==> src/coad_pkg.sv <==
// Shared types and constants for the operand addressing decoder
package coad_pkg;

	localparam int ADDR_W = 16;
	localparam int REG_IDX_W = 3;
	localparam int INSN_TYPES = 57;
	localparam logic [7:0] TOP_PAGE = 8'hFF;
	localparam logic [7:0] ZERO_PAGE = 8'h00;
	localparam logic [15:0] STEP_BYTE = 16'h0001;
	localparam logic [15:0] STEP_WORD = 16'h0002;
	localparam logic [2:0] SP_IDX = 3'h7;

	// Addressing modes of an operand
	typedef enum logic [3:0] {
		AM_REG = 4'h0,
		AM_REG_IND = 4'h1,
		AM_DISP16 = 4'h2,
		AM_POST_INC = 4'h3,
		AM_PRE_DEC = 4'h4,
		AM_ABS8 = 4'h5,
		AM_ABS16 = 4'h6,
		AM_IMM = 4'h7,
		AM_PC_REL = 4'h8,
		AM_MEM_IND = 4'h9
	} coad_mode_e;

	// Operation groups seen by the decoder
	typedef enum logic [3:0] {
		OP_MOV = 4'h0,
		OP_PUSH = 4'h1,
		OP_POP = 4'h2,
		OP_PERIPH_TO = 4'h3,
		OP_PERIPH_FROM = 4'h4,
		OP_ALU_IMM_OK = 4'h5,
		OP_ALU_REG_ONLY = 4'h6,
		OP_BIT_REGNUM_OK = 4'h7,
		OP_BIT_IMMNUM = 4'h8,
		OP_BCC = 4'h9,
		OP_JUMP = 4'hA,
		OP_BSR = 4'hB,
		OP_SYSTEM = 4'hC,
		OP_BLOCK_COPY = 4'hD
	} coad_op_e;

	// Instruction classes, total types per class
	typedef enum logic [2:0] {
		CL_TRANSFER = 3'h0,
		CL_ARITH = 3'h1,
		CL_LOGIC = 3'h2,
		CL_SHIFT = 3'h3,
		CL_BIT = 3'h4,
		CL_BRANCH = 3'h5,
		CL_SYSTEM = 3'h6,
		CL_BLOCK = 3'h7
	} coad_class_e;

	localparam logic [5:0] TYPES_TRANSFER = 6'h03;
	localparam logic [5:0] TYPES_ARITH = 6'h0E;
	localparam logic [5:0] TYPES_LOGIC = 6'h04;
	localparam logic [5:0] TYPES_SHIFT = 6'h08;
	localparam logic [5:0] TYPES_BIT = 6'h0E;
	localparam logic [5:0] TYPES_BRANCH = 6'h05;
	localparam logic [5:0] TYPES_SYSTEM = 6'h08;
	localparam logic [5:0] TYPES_BLOCK = 6'h01;

	typedef enum logic [1:0] {
		ST_IDLE = 2'b00,
		ST_INDIRECT = 2'b01,
		ST_DONE = 2'b11
	} coad_state_e;

	// Decoded request from the fetch stage
	typedef struct packed {
		coad_op_e op;
		coad_mode_e mode;
		logic word;
		logic store;
		logic [2:0] reg_n;
		logic [2:0] reg_m;
		logic [2:0] bit_imm;
		logic bit_from_reg;
		logic [3:0] cond;
		logic [15:0] ext;
		logic [15:0] pc;
	} coad_insn_s;

	// Result handed to the execute stage
	typedef struct packed {
		logic illegal;
		coad_class_e iclass;
		logic mem_access;
		logic mem_write;
		logic word;
		logic [15:0] ea;
		logic [15:0] imm;
		logic imm_valid;
		logic [2:0] bit_num;
		logic bit_num_reg;
		logic [2:0] bit_reg;
		logic [3:0] cond;
		logic [15:0] new_reg_val;
		logic reg_update;
		logic [2:0] reg_update_idx;
		logic [15:0] target;
		logic target_valid;
	} coad_result_s;

endpackage

==> src/coad_decode.sv <==
// Operand addressing and effective address decoder
// What this block does
// - Arithmetic, logic, shift take register operands only, except listed byte immediates.
// - Byte add, add_with_carry, subtract_with_borrow, compare, and, or, xor accept immediates.
// - Move rejects PC-relative and memory indirect modes.
// - Bit ops use register, register indirect or 8-bit absolute; bit by 3-bit immediate.
// - bit_set_op, bit_clear_op, bit_invert_op, bit_test_op may take bit number from register.
// - 8-bit absolute address gets upper byte forced to ones.
// - Immediate operand comes from instruction stream, one or two bytes, no memory access.
// - PC-relative target is PC plus sign-extended 8-bit displacement, with bit zero forced low.
// - Memory indirect reads a zero-page word and uses it, bit zero forced low, as branch target.
// - Word accesses force address bit zero low without error.
// - Fifty-seven instruction types grouped into eight classes.
// - Push equals word move of register with stack pointer pre-decrement.
// - Pop equals word move from stack pointer post-increment into register.
// - Conditional branch carries a condition code field.
// - Peripheral moves to and from are unsupported and rejected.
// - Move covers register-register, register-memory and immediate load, byte or word.
// - Listed modes serve byte or word moves; 8-bit absolute serves byte only.
module coad_decode #(
	parameter int ADDR_W = coad_pkg::ADDR_W
)(
	input wire logic sys_clk_i,
	input wire logic sys_rst_i,
	input wire logic req_valid_i,
	input wire coad_pkg::coad_insn_s insn_i,
	input wire logic [ADDR_W-1:0] reg_n_val_i,
	input wire logic [ADDR_W-1:0] reg_m_val_i,
	output logic req_ready_o,
	output logic mem_rd_o,
	output logic [ADDR_W-1:0] mem_addr_o,
	input wire logic [15:0] mem_rdata_i,
	input wire logic mem_ack_i,
	output logic res_valid_o,
	output coad_pkg::coad_result_s res_o
);

	coad_pkg::coad_state_e state;
	coad_pkg::coad_state_e next_state;
	coad_pkg::coad_result_s res;
	coad_pkg::coad_result_s next_res;
	logic [ADDR_W-1:0] ind_addr;

	// Word access ignores address bit zero
	function automatic logic [15:0] word_align(input logic [15:0] a, input logic w);
		word_align = w ? {a[15:1], 1'b0} : a;
	endfunction

	function automatic logic [15:0] add16(input logic [15:0] a, input logic [15:0] b);
		logic [16:0] s;
		s = {1'b0, a} + {1'b0, b};
		add16 = s[15:0];
	endfunction

	function automatic coad_pkg::coad_class_e class_of(input coad_pkg::coad_op_e op);
		case (op)
			coad_pkg::OP_MOV, coad_pkg::OP_PUSH, coad_pkg::OP_POP,
			coad_pkg::OP_PERIPH_TO, coad_pkg::OP_PERIPH_FROM: class_of = coad_pkg::CL_TRANSFER;
			coad_pkg::OP_ALU_IMM_OK, coad_pkg::OP_ALU_REG_ONLY: class_of = coad_pkg::CL_ARITH;
			coad_pkg::OP_BIT_REGNUM_OK, coad_pkg::OP_BIT_IMMNUM: class_of = coad_pkg::CL_BIT;
			coad_pkg::OP_BCC, coad_pkg::OP_JUMP, coad_pkg::OP_BSR: class_of = coad_pkg::CL_BRANCH;
			coad_pkg::OP_BLOCK_COPY: class_of = coad_pkg::CL_BLOCK;
			default: class_of = coad_pkg::CL_SYSTEM;
		endcase
	endfunction

	wire coad_pkg::coad_op_e op = insn_i.op;
	wire coad_pkg::coad_mode_e mode = insn_i.mode;
	wire is_push = (op == coad_pkg::OP_PUSH);
	wire is_pop = (op == coad_pkg::OP_POP);
	wire is_mov = (op == coad_pkg::OP_MOV);
	wire is_stack = is_push || is_pop;
	// Push and pop map onto word moves through the stack pointer
	wire coad_pkg::coad_mode_e eff_mode = is_push ? coad_pkg::AM_PRE_DEC :
		(is_pop ? coad_pkg::AM_POST_INC : mode);
	wire eff_word = is_stack ? 1'b1 : insn_i.word;
	wire eff_store = is_push ? 1'b1 : (is_pop ? 1'b0 : insn_i.store);

	wire mode_reg = (mode == coad_pkg::AM_REG);
	wire mode_imm = (mode == coad_pkg::AM_IMM);
	wire alu_imm_ok = mode_reg || (mode_imm && !insn_i.word);
	wire alu_reg_ok = mode_reg;
	wire bit_mode_ok = mode_reg || (mode == coad_pkg::AM_REG_IND) ||
		(mode == coad_pkg::AM_ABS8);
	wire mov_mode_ok = (mode != coad_pkg::AM_PC_REL) && (mode != coad_pkg::AM_MEM_IND) &&
		!(mode == coad_pkg::AM_ABS8 && insn_i.word) &&
		!(mode == coad_pkg::AM_IMM && insn_i.store);
	wire jump_mode_ok = (mode == coad_pkg::AM_REG_IND) || (mode == coad_pkg::AM_ABS16) ||
		(mode == coad_pkg::AM_MEM_IND);

	logic legal;
	always_comb
	begin
		case (op)
			coad_pkg::OP_MOV: legal = mov_mode_ok;
			coad_pkg::OP_PUSH, coad_pkg::OP_POP: legal = 1'b1;
			coad_pkg::OP_PERIPH_TO, coad_pkg::OP_PERIPH_FROM: legal = 1'b0;
			coad_pkg::OP_ALU_IMM_OK: legal = alu_imm_ok;
			coad_pkg::OP_ALU_REG_ONLY: legal = alu_reg_ok;
			coad_pkg::OP_BIT_REGNUM_OK: legal = bit_mode_ok;
			coad_pkg::OP_BIT_IMMNUM: legal = bit_mode_ok && !insn_i.bit_from_reg;
			coad_pkg::OP_BCC, coad_pkg::OP_BSR: legal = (mode == coad_pkg::AM_PC_REL);
			coad_pkg::OP_JUMP: legal = jump_mode_ok;
			coad_pkg::OP_SYSTEM, coad_pkg::OP_BLOCK_COPY: legal = 1'b1;
			default: legal = 1'b0;
		endcase
	end

	// Address base: always the pointer register value reg_m_val_i, stack ops included; only the update index is the stack pointer
	wire [15:0] base = reg_m_val_i;
	wire [15:0] step = eff_word ? coad_pkg::STEP_WORD : coad_pkg::STEP_BYTE;
	wire [15:0] pre_dec = add16(base, ~step + 16'h0001);
	wire [15:0] post_inc = add16(base, step);
	wire [15:0] disp_ea = add16(base, insn_i.ext);
	wire [15:0] abs8_ea = {coad_pkg::TOP_PAGE, insn_i.ext[7:0]};
	wire [15:0] rel_disp = {{8{insn_i.ext[7]}}, insn_i.ext[7:0]};
	wire [15:0] pc_rel = add16(insn_i.pc, rel_disp);
	wire [15:0] zp_addr = {coad_pkg::ZERO_PAGE, insn_i.ext[7:0]};
	wire [2:0] ptr_idx = is_stack ? coad_pkg::SP_IDX : insn_i.reg_m;

	logic [15:0] raw_ea;
	always_comb
	begin
		case (eff_mode)
			coad_pkg::AM_REG_IND, coad_pkg::AM_POST_INC: raw_ea = base;
			coad_pkg::AM_DISP16: raw_ea = disp_ea;
			coad_pkg::AM_PRE_DEC: raw_ea = pre_dec;
			coad_pkg::AM_ABS8: raw_ea = abs8_ea;
			coad_pkg::AM_ABS16: raw_ea = insn_i.ext;
			coad_pkg::AM_PC_REL: raw_ea = pc_rel;
			coad_pkg::AM_MEM_IND: raw_ea = zp_addr;
			default: raw_ea = 16'h0000;
		endcase
	end

	wire mem_mode = (eff_mode != coad_pkg::AM_REG) && (eff_mode != coad_pkg::AM_IMM) &&
		(eff_mode != coad_pkg::AM_PC_REL) && (eff_mode != coad_pkg::AM_MEM_IND);
	wire is_branch = (op == coad_pkg::OP_BCC) || (op == coad_pkg::OP_BSR) || (op == coad_pkg::OP_JUMP);
	wire take = req_valid_i && (state == coad_pkg::ST_IDLE);
	wire go_ind = take && legal && (eff_mode == coad_pkg::AM_MEM_IND);

	always_comb
	begin
		next_res = res;
		next_state = state;
		case (state)
			coad_pkg::ST_IDLE:
			begin
				if (req_valid_i)
				begin
					next_res = '0;
					next_res.illegal = !legal;
					next_res.iclass = class_of(op);
					next_res.word = eff_word;
					next_res.cond = (op == coad_pkg::OP_BCC) ? insn_i.cond : 4'h0;
					next_res.bit_num = insn_i.bit_imm;
					next_res.bit_num_reg = insn_i.bit_from_reg &&
						(op == coad_pkg::OP_BIT_REGNUM_OK);
					next_res.bit_reg = insn_i.reg_n;
					if (legal)
					begin
						next_res.ea = word_align(raw_ea, eff_word && !is_branch);
						next_res.mem_access = mem_mode && !is_branch && (op != coad_pkg::OP_SYSTEM);
						next_res.mem_write = mem_mode && eff_store && !is_branch && (op != coad_pkg::OP_SYSTEM);
						next_res.imm_valid = (eff_mode == coad_pkg::AM_IMM);
						next_res.imm = eff_word ? insn_i.ext : {8'h00, insn_i.ext[7:0]};
						next_res.reg_update = (is_mov || is_stack) &&
							((eff_mode == coad_pkg::AM_PRE_DEC) || (eff_mode == coad_pkg::AM_POST_INC));
						next_res.reg_update_idx = ptr_idx;
						next_res.new_reg_val = (eff_mode == coad_pkg::AM_PRE_DEC) ? pre_dec : post_inc;
						next_res.target = word_align(is_branch && eff_mode == coad_pkg::AM_REG_IND ?
							base : raw_ea, 1'b1);
						next_res.target_valid = is_branch && !(eff_mode == coad_pkg::AM_MEM_IND);
					end
					next_state = go_ind ? coad_pkg::ST_INDIRECT : coad_pkg::ST_DONE;
				end
			end
			coad_pkg::ST_INDIRECT:
			begin
				if (mem_ack_i)
				begin
					next_res.target = word_align(mem_rdata_i, 1'b1);
					next_res.target_valid = 1'b1;
					next_state = coad_pkg::ST_DONE;
				end
			end
			coad_pkg::ST_DONE: next_state = coad_pkg::ST_IDLE;
			default: next_state = coad_pkg::ST_IDLE;
		endcase
	end

	always_ff @(posedge sys_clk_i)
	begin
		if (sys_rst_i)
		begin
			state <= coad_pkg::ST_IDLE;
			res <= '0;
			ind_addr <= '0;
		end
		else
		begin
			state <= next_state;
			res <= next_res;
			if (go_ind)
				ind_addr <= word_align(zp_addr, 1'b1);
		end
	end

	assign req_ready_o = (state == coad_pkg::ST_IDLE);
	assign mem_rd_o = (state == coad_pkg::ST_INDIRECT);
	assign mem_addr_o = ind_addr;
	assign res_valid_o = (state == coad_pkg::ST_DONE);
	assign res_o = res;

endmodule

==> config.mk <==
export PLATFORM = sky130hd
export DESIGN_NAME = coad_decode
export DESIGN_NICKNAME = d
export VERILOG_FILES = /design/src/coad_pkg.sv /design/src/coad_decode.sv
export SDC_FILE = /design/constraint.sdc
export NUM_CORES = 1
export LEC_CHECK = 0
export ABC_AREA = 1
export BUFFER_PORTS_ARGS = -buffer_cell sky130_fd_sc_hd__buf_2
export CAP_MARGIN = 5
export CORE_MARGIN = 2
export CORE_UTILIZATION = 48
export CTS_CLUSTER_DIAMETER = 30
export DETAILED_ROUTE_END_ITERATION = 10
export PLACE_DENSITY = 0.78
export SLEW_MARGIN = 20
export SYNTH_ARGS = -nofsm -noshare
export SYNTH_HDL_FRONTEND = slang
export SYNTH_SLANG_ARGS = --single-unit
==> constraint.sdc <==
create_clock -name sys_clk_i -period 3.15 [get_ports sys_clk_i]
set_clock_uncertainty 0.1 [all_clocks]
set_input_delay 0.63 -clock sys_clk_i [delete_from_list [all_inputs] [get_ports sys_clk_i]]
set_output_delay 0.63 -clock sys_clk_i [all_outputs]
set_load 0.1 [all_outputs]
== Yosys cells after proc, flatten, opt, wreduce, memory -nomap -nowiden ==
Memory sizes are Yosys's and may differ from the RTL's. A register that Yosys moved wholly into a read port is not among the register bits.
Index checks and enable logic that the tools add are counted.

* Flip-flop bits (word level): 94
* Memory bits (read-only): 48
* Logic and storage cells: 136
* Output and inout port bits: 107
* Input port bits: 108
* Memories kept: 1

{| class="wikitable"
|+ Memory list
! memory !! words !! width !! rd ports !! clocked after memory_dff !! write ports !! line !! text
|-
| (no name shown) || 16 || 3 || 1 || 1 || 0 || coad_decode.sv:56 || <nowiki>case (op)</nowiki>
|}

* Muxes and demuxes: 24
* Add/subtract/negate cells: 5
* Reductions and logical operators: 51
* Equal/unequal tests: 36
* Bitwise logic cells: 1

{| class="wikitable"
|+ Operators by type and width
! kind !! number
|-
| case mux 16 bit (7 select lines) || 1
|-
| adder 16 bit || 3
|-
| two-way mux 16 bit || 3
|-
| equality test 4 x 3 -> 1 bit, second input constant || 10
|-
| equality test 4 bit, second input constant || 10
|-
| two-way mux 37 bit || 1
|-
| two-way mux 17 bit || 2
|-
| case mux 17 bit (2 select lines) || 1
|-
| two-way mux 33 bit || 1
|-
| logical AND 1 bit || 23
|-
| inequality test 4 bit, second input constant || 5
|-
| adder 16 x 1 -> 16 bit, second input constant || 1
|-
| adder 16 x 2 -> 16 bit || 1
|-
| inverter 2 -> 16 bit || 1
|-
| equality test 4 x 1 -> 1 bit, second input constant || 3
|-
| equality test 4 x 2 -> 1 bit, second input constant || 3
|-
| two-way mux 4 bit || 3
|-
| logical OR 1 bit || 10
|-
| two-way mux 2 bit || 5
|-
| logical NOT 4 bit || 2
|-
| case mux 1 bit (8 select lines) || 1
|-
| logical NOT 1 bit || 7
|-
| two-way mux 1 bit || 4
|-
| inequality test 4 x 3 -> 1 bit, second input constant || 1
|-
| other kinds (13) || 15
|}

== Longest topological paths before layout ==
* Word-level depth: 12
* Depth in mapped cells: 18
* Depth with buffers taken out: 18

== Worst setup path before layout ==
No wires, ideal clock.

* Path kind: input port to flip-flop
* Start: input insn_i[53] (netlist bit)
* End: register res, in the netlist res_o[35]
* Stages: 18
* Arrival time: 2.999 ns
* Library setup time: 0.070 ns
* Setup slack: -0.019 ns
* Path through: inv_1 -> ha_1 -> o21ai_4 -> nand2_2 -> inv_2 -> nand2_2 -> fa_1 -> inv_1 -> nand3_1 -> nor2_1 -> nand2_1 -> nor2_1 -> nand2_1 -> nor3_1 -> o21ai_0 -> o21ai_0 -> nand2_1 -> a21oi_1

* Longest elaborated chain between the ends: 9

{| class="wikitable"
|+ RTL lines
! element !! line !! text
|-
| from (decl) || coad_decode.sv:26 || <nowiki>input wire coad_pkg::coad_insn_s insn_i,</nowiki>
|-
| equality test 4 x 1 -> 1 bit / equality test 4 x 2 -> 1 bit (equally long branches) || coad_decode.sv:69, coad_decode.sv:94, coad_decode.sv:70 ||
|-
| logical OR 1 bit || coad_decode.sv:72 || <nowiki>wire is_stack = is_push || is_pop;</nowiki>
|-
| two-way mux 1 bit || coad_decode.sv:76 || <nowiki>wire eff_word = is_stack ? 1'b1 : insn_i.word;</nowiki>
|-
| two-way mux 2 bit || coad_decode.sv:111 || <nowiki>wire [15:0] step = eff_word ? coad_pkg::STEP_WORD : coad_pkg::STEP_BYTE;</nowiki>
|-
| inverter 2 -> 16 bit || coad_decode.sv:112 || <nowiki>wire [15:0] pre_dec = add16(base, ~step + 16'h0001);</nowiki>
|-
| adder 16 x 1 -> 16 bit || coad_decode.sv:112 ||
|-
| adder 16 bit || coad_decode.sv:51 || <nowiki>s = {1'b0, a} + {1'b0, b};</nowiki>
|-
| two-way mux 16 bit || coad_decode.sv:170 || <nowiki>next_res.new_reg_val = (eff_mode == coad_pkg::AM_PRE_DEC) ? pre_dec : post_inc;</nowiki>
|-
| two-way mux 37 bit * || coad_decode.sv:160 || <nowiki>if (legal)</nowiki>
|-
| to (signal assigned) || coad_decode.sv:203 || <nowiki>res <= next_res;</nowiki>
|-
| to (decl) || coad_decode.sv:40 || <nowiki>coad_pkg::coad_result_s res;</nowiki>
|}

Every way passes the cells marked *; elsewhere a longest branch is shown, timed or not.
A chain may end at the register's enable or synchronous reset.

== Worst setup path in the final report ==
* Start: input insn_i[52] (netlist bit)
* End: register res, in the netlist res_o[35]

Same word-level chain as after synthesis.

==> key figures <==
Outcome
  – Outcome: finished clean

Drt
  – ANT nets after route: 0
  – Final wirelength: 22900 microns
  – Drt first pass iters: 5
  – Per-cell routed wire length: 14.8 microns
  – Vias post-DR: 8290
  – Vias per inst: 5.35
  – DRC errors left: 0
  – First DRT Iteration DRCs: 678

Yosys
  – Main synth FF type: dfxtp_1
  – Synthesized instance count: 1173
  – Post-synthesis sequential area ratio: 26.8%
  – Mean area per synthesized cell: 6.11 sq um
  – EDFF count, synth: 0
  – Synth top area cells: dfxtp_1 (27%), nand2_1 (19%), a21oi_1 (9.6%)
  – Ys async rst share: 0%
  – YS warnings: 0
  – Synth top area share: 26.8%
  – Most frequent cells after synthesis: nand2_1 (355), a21oi_1 (138), inv_1 (115)
  – Synthesized area: 7170 sq um
  – Synth area leader: dfxtp_1
  – Seq cells post-synth: 96
  – Count leader, synth: nand2_1
  – Post-synth cell types: 44

Floorplanning
  – Die extent in y: 126 microns
  – # rows: 44
  – Initial Util: 49.1%
  – Die Area: 15900 sq um
  – Die width: 126 microns
  – Core area: 14600 sq um
  – Top-level port count: 215

Layout
  – Area Overhead vs Synth: 20.4%
  – ANT cells: 0
  – Layout cell share with drive strength beyond 1: 19.7%
  – Fin util: 59.1%
  – Nets: 1507
  – Layout Cells excl Fill: 1549
  – Fill cells: 1448
  – Fin area: 8630 sq um

STA
  – Worst slew margin: 51.2%
  – RSZ-0062 raised after global routing: no
  – Pins Over Slew Limit: 0
  – Final Cycle Share: 91.4%
  – Total negative slack: 0 ps
  – Final Hold Fails: 0
  – Final Critical Period: 2880 ps
  – Pin slew with the least headroom to its limit: 733 ps
  – Final setup fails: 0
  – Achievable frequency: 348 MHz

Global routing
  – All-Layer GR Usage: 28.2%
  – First-pass GRT wire length: 36500 microns
  – Vias in the first global route: 7470
  – Largest net degree at the start of global routing: 71
  – Initial antenna violation count: 0
  – Total congestion overflow: 0

Job
  – MaxCap Viol Count: 0

Clocking
  – Postcts setup bufs: 0
  – CTS tree: yes
  – Bufs on Longest Clock Path: 2
  – Worst skew pair latency: 350 ps
  – H-tree levels: 3
  – Number of CTS-inserted buffers: 9
  – Sink Count: 96
  – Clk root buf: clkbuf_16
  – Reg clk slew, reported paths: 70 ps

Worst setup path
  – Slowest CP cell: fa_1
  – Reg2reg start: state[1]
  – CP max FO: 5
  – CP startpoint kind: input port
  – Reg2Reg Depth: 7
  – Reg2reg setup slack: 1140 ps
  – Critical path's most frequent cell: nand2_2
  – Critical Path RT: 3330 ps
  – WP data arrival: 3050 ps
  – Crit path largest cell delay: 410 ps
  – CP endpoint kind: register
  – Critical path, cell by cell: buf_2 > inv_1 > ha_1 > o21ai_4 > nand2_2 > inv_2 > nand2_2 > fa_1 > inv_1 > nand3_1 > nor2_2 > nand2_1 > nor2_1 > nand2_2 > nor3_1 > o21ai_0 > o21ai_1 > nand2_1 > a21oi_1
  – Critical path class: input port to register
  – Reg-to-Reg End: res_o[3]

Worst hold path
  – Worst hold stages: 2
  – Min-delay worst type: register to register
  – Hold Startpoint: res_o[56]
  – Hold endpoint: res_o[56]

Power and ir drop
  – Leak: 4.44 nW
  – Pwr Density: 452 nW/um^2
  – Maximum vdd drop: 0.000302 V

Placement
  – RePlAce Congestion: 0.986
  – Buffers on Ports: 187
  – Dpl hpwl: 18200 microns
  – Placed insts: 1533
  – Placed cell area: 8330 sq um
==> power by group <==
part | internal (W) | switching (W) | total [W]
clock network | 0.000592 | 0.000497 | 0.00109
logic | 0.000344 | 0.00116 | 0.00150
registers | 0.00128 | 0.0000302 | 0.00131
==> sequential cells by signal, indices dropped and copies added (netlist names) <==
| register | flops |
|---|---|
| res_o | 87 |
| mem_addr_o | 7 |
| state | 2 |
==> metal layers <==
layer,track usage (%),wire (microns),vias to the layer above
li1,-,-,4206
met5,0,0,-
met1,37.1,10300,3722
met2,47.4,10400,313
met4,10.6,805,0
met3,3.27,1370,49
==> layout make-up <==
type	instances	area (sq um)	share of cell area [%]
Tap cell	184	230	2.67
Multi-Input combinational cell	915	4560	52.9
Sequential cell	96	1920	22.3
Timing Repair Buffer	214	1150	13.3
Inverter	124	465	5.40
Clock buffer	11	253	2.93
Clock inverter	5	42.5	0.493
==> cells in the final DEF (no fill, tap or decap), types with 3 or more instances in the layout <==
master | netlist | routed
o21ai_0 | 57 | 56
nor2_1 | 105 | 104
nand3b_1 | 7 | 7
buf_4 | 12 | 26
ha_1 | 36 | 36
o211ai_1 | 3 | 3
nand2_4 | 3 | 3
conb_1 | 1 | 10
o21ai_1 | 4 | 5
inv_1 | 115 | 115
o21bai_1 | 4 | 4
nor4_1 | 3 | 3
fa_1 | 3 | 3
nand3_1 | 100 | 100
xor2_1 | 11 | 11
dfxtp_1 | 96 | 96
inv_6 | 0 | 3
clkbuf_16 | 0 | 9
a22oi_1 | 4 | 4
buf_2 | 6 | 187
a21oi_1 | 138 | 138
inv_2 | 9 | 9
nand2_1 | 355 | 353
nand4_1 | 19 | 19
nand3_2 | 3 | 3
nand2_2 | 10 | 12
nor3_1 | 14 | 14
xnor2_1 | 3 | 3
nor2_2 | 3 | 4
==> worst max-delay path: cells and delay by family <==
kind                     cells  cell delay, ps
AND/OR/NAND/NOR              9             970
adder cells (fa/ha/maj)      2             650
AO/OA/AOI/OAI                4             550
buffers and inverters        4             270
==> stage by stage <==
step / power (W) / setup slack [ps] / hold slack [ps]
finish: 0.00390 / 272 / 360
CTS: 0.00389 / 236 / 362
detailed placement: 0.00282 / -109 / 352
floorplan: 0.00248 / 3.12 / 603
global placement: 0.00281 / -85.7 / 349
global route: 0.00408 / 8.29 / 381
==> worst max-delay path by stage <==
stage                     startpoint   endpoint  slack [ps]
after global placement    insn_i[52]  res_o[35]         -90
after floorplan           insn_i[52]  res_o[35]           3
after global routing      insn_i[52]  res_o[33]           8
final                     insn_i[52]  res_o[35]         270
after detailed placement  insn_i[52]  res_o[35]        -110
after CTS                 insn_i[52]  res_o[35]         240
==> cell families after synthesis <==
| kind of cell | Yosys count | synth area share [%] |
|---|---|---|
| other | 1 | 0.0523 |
| flip-flops | 96 | 26.8 |
| AND/OR/NAND/NOR | 627 | 37.3 |
| AO/OA/AOI/OAI | 225 | 16.9 |
| XOR/XNOR | 14 | 1.71 |
| buffers and inverters | 171 | 10.1 |
| adder cells (fa/ha/maj) | 39 | 7.12 |
==> repair_timing <==
| action | 4_1_cts | 5_1_grt |
|---|---|---|
| resized for setup | 0 | 2 |
| hold buffers | 0 | 0 |
| setup endpoints to repair | 0 | 2 |
Power figures use the tool's default switching activity.
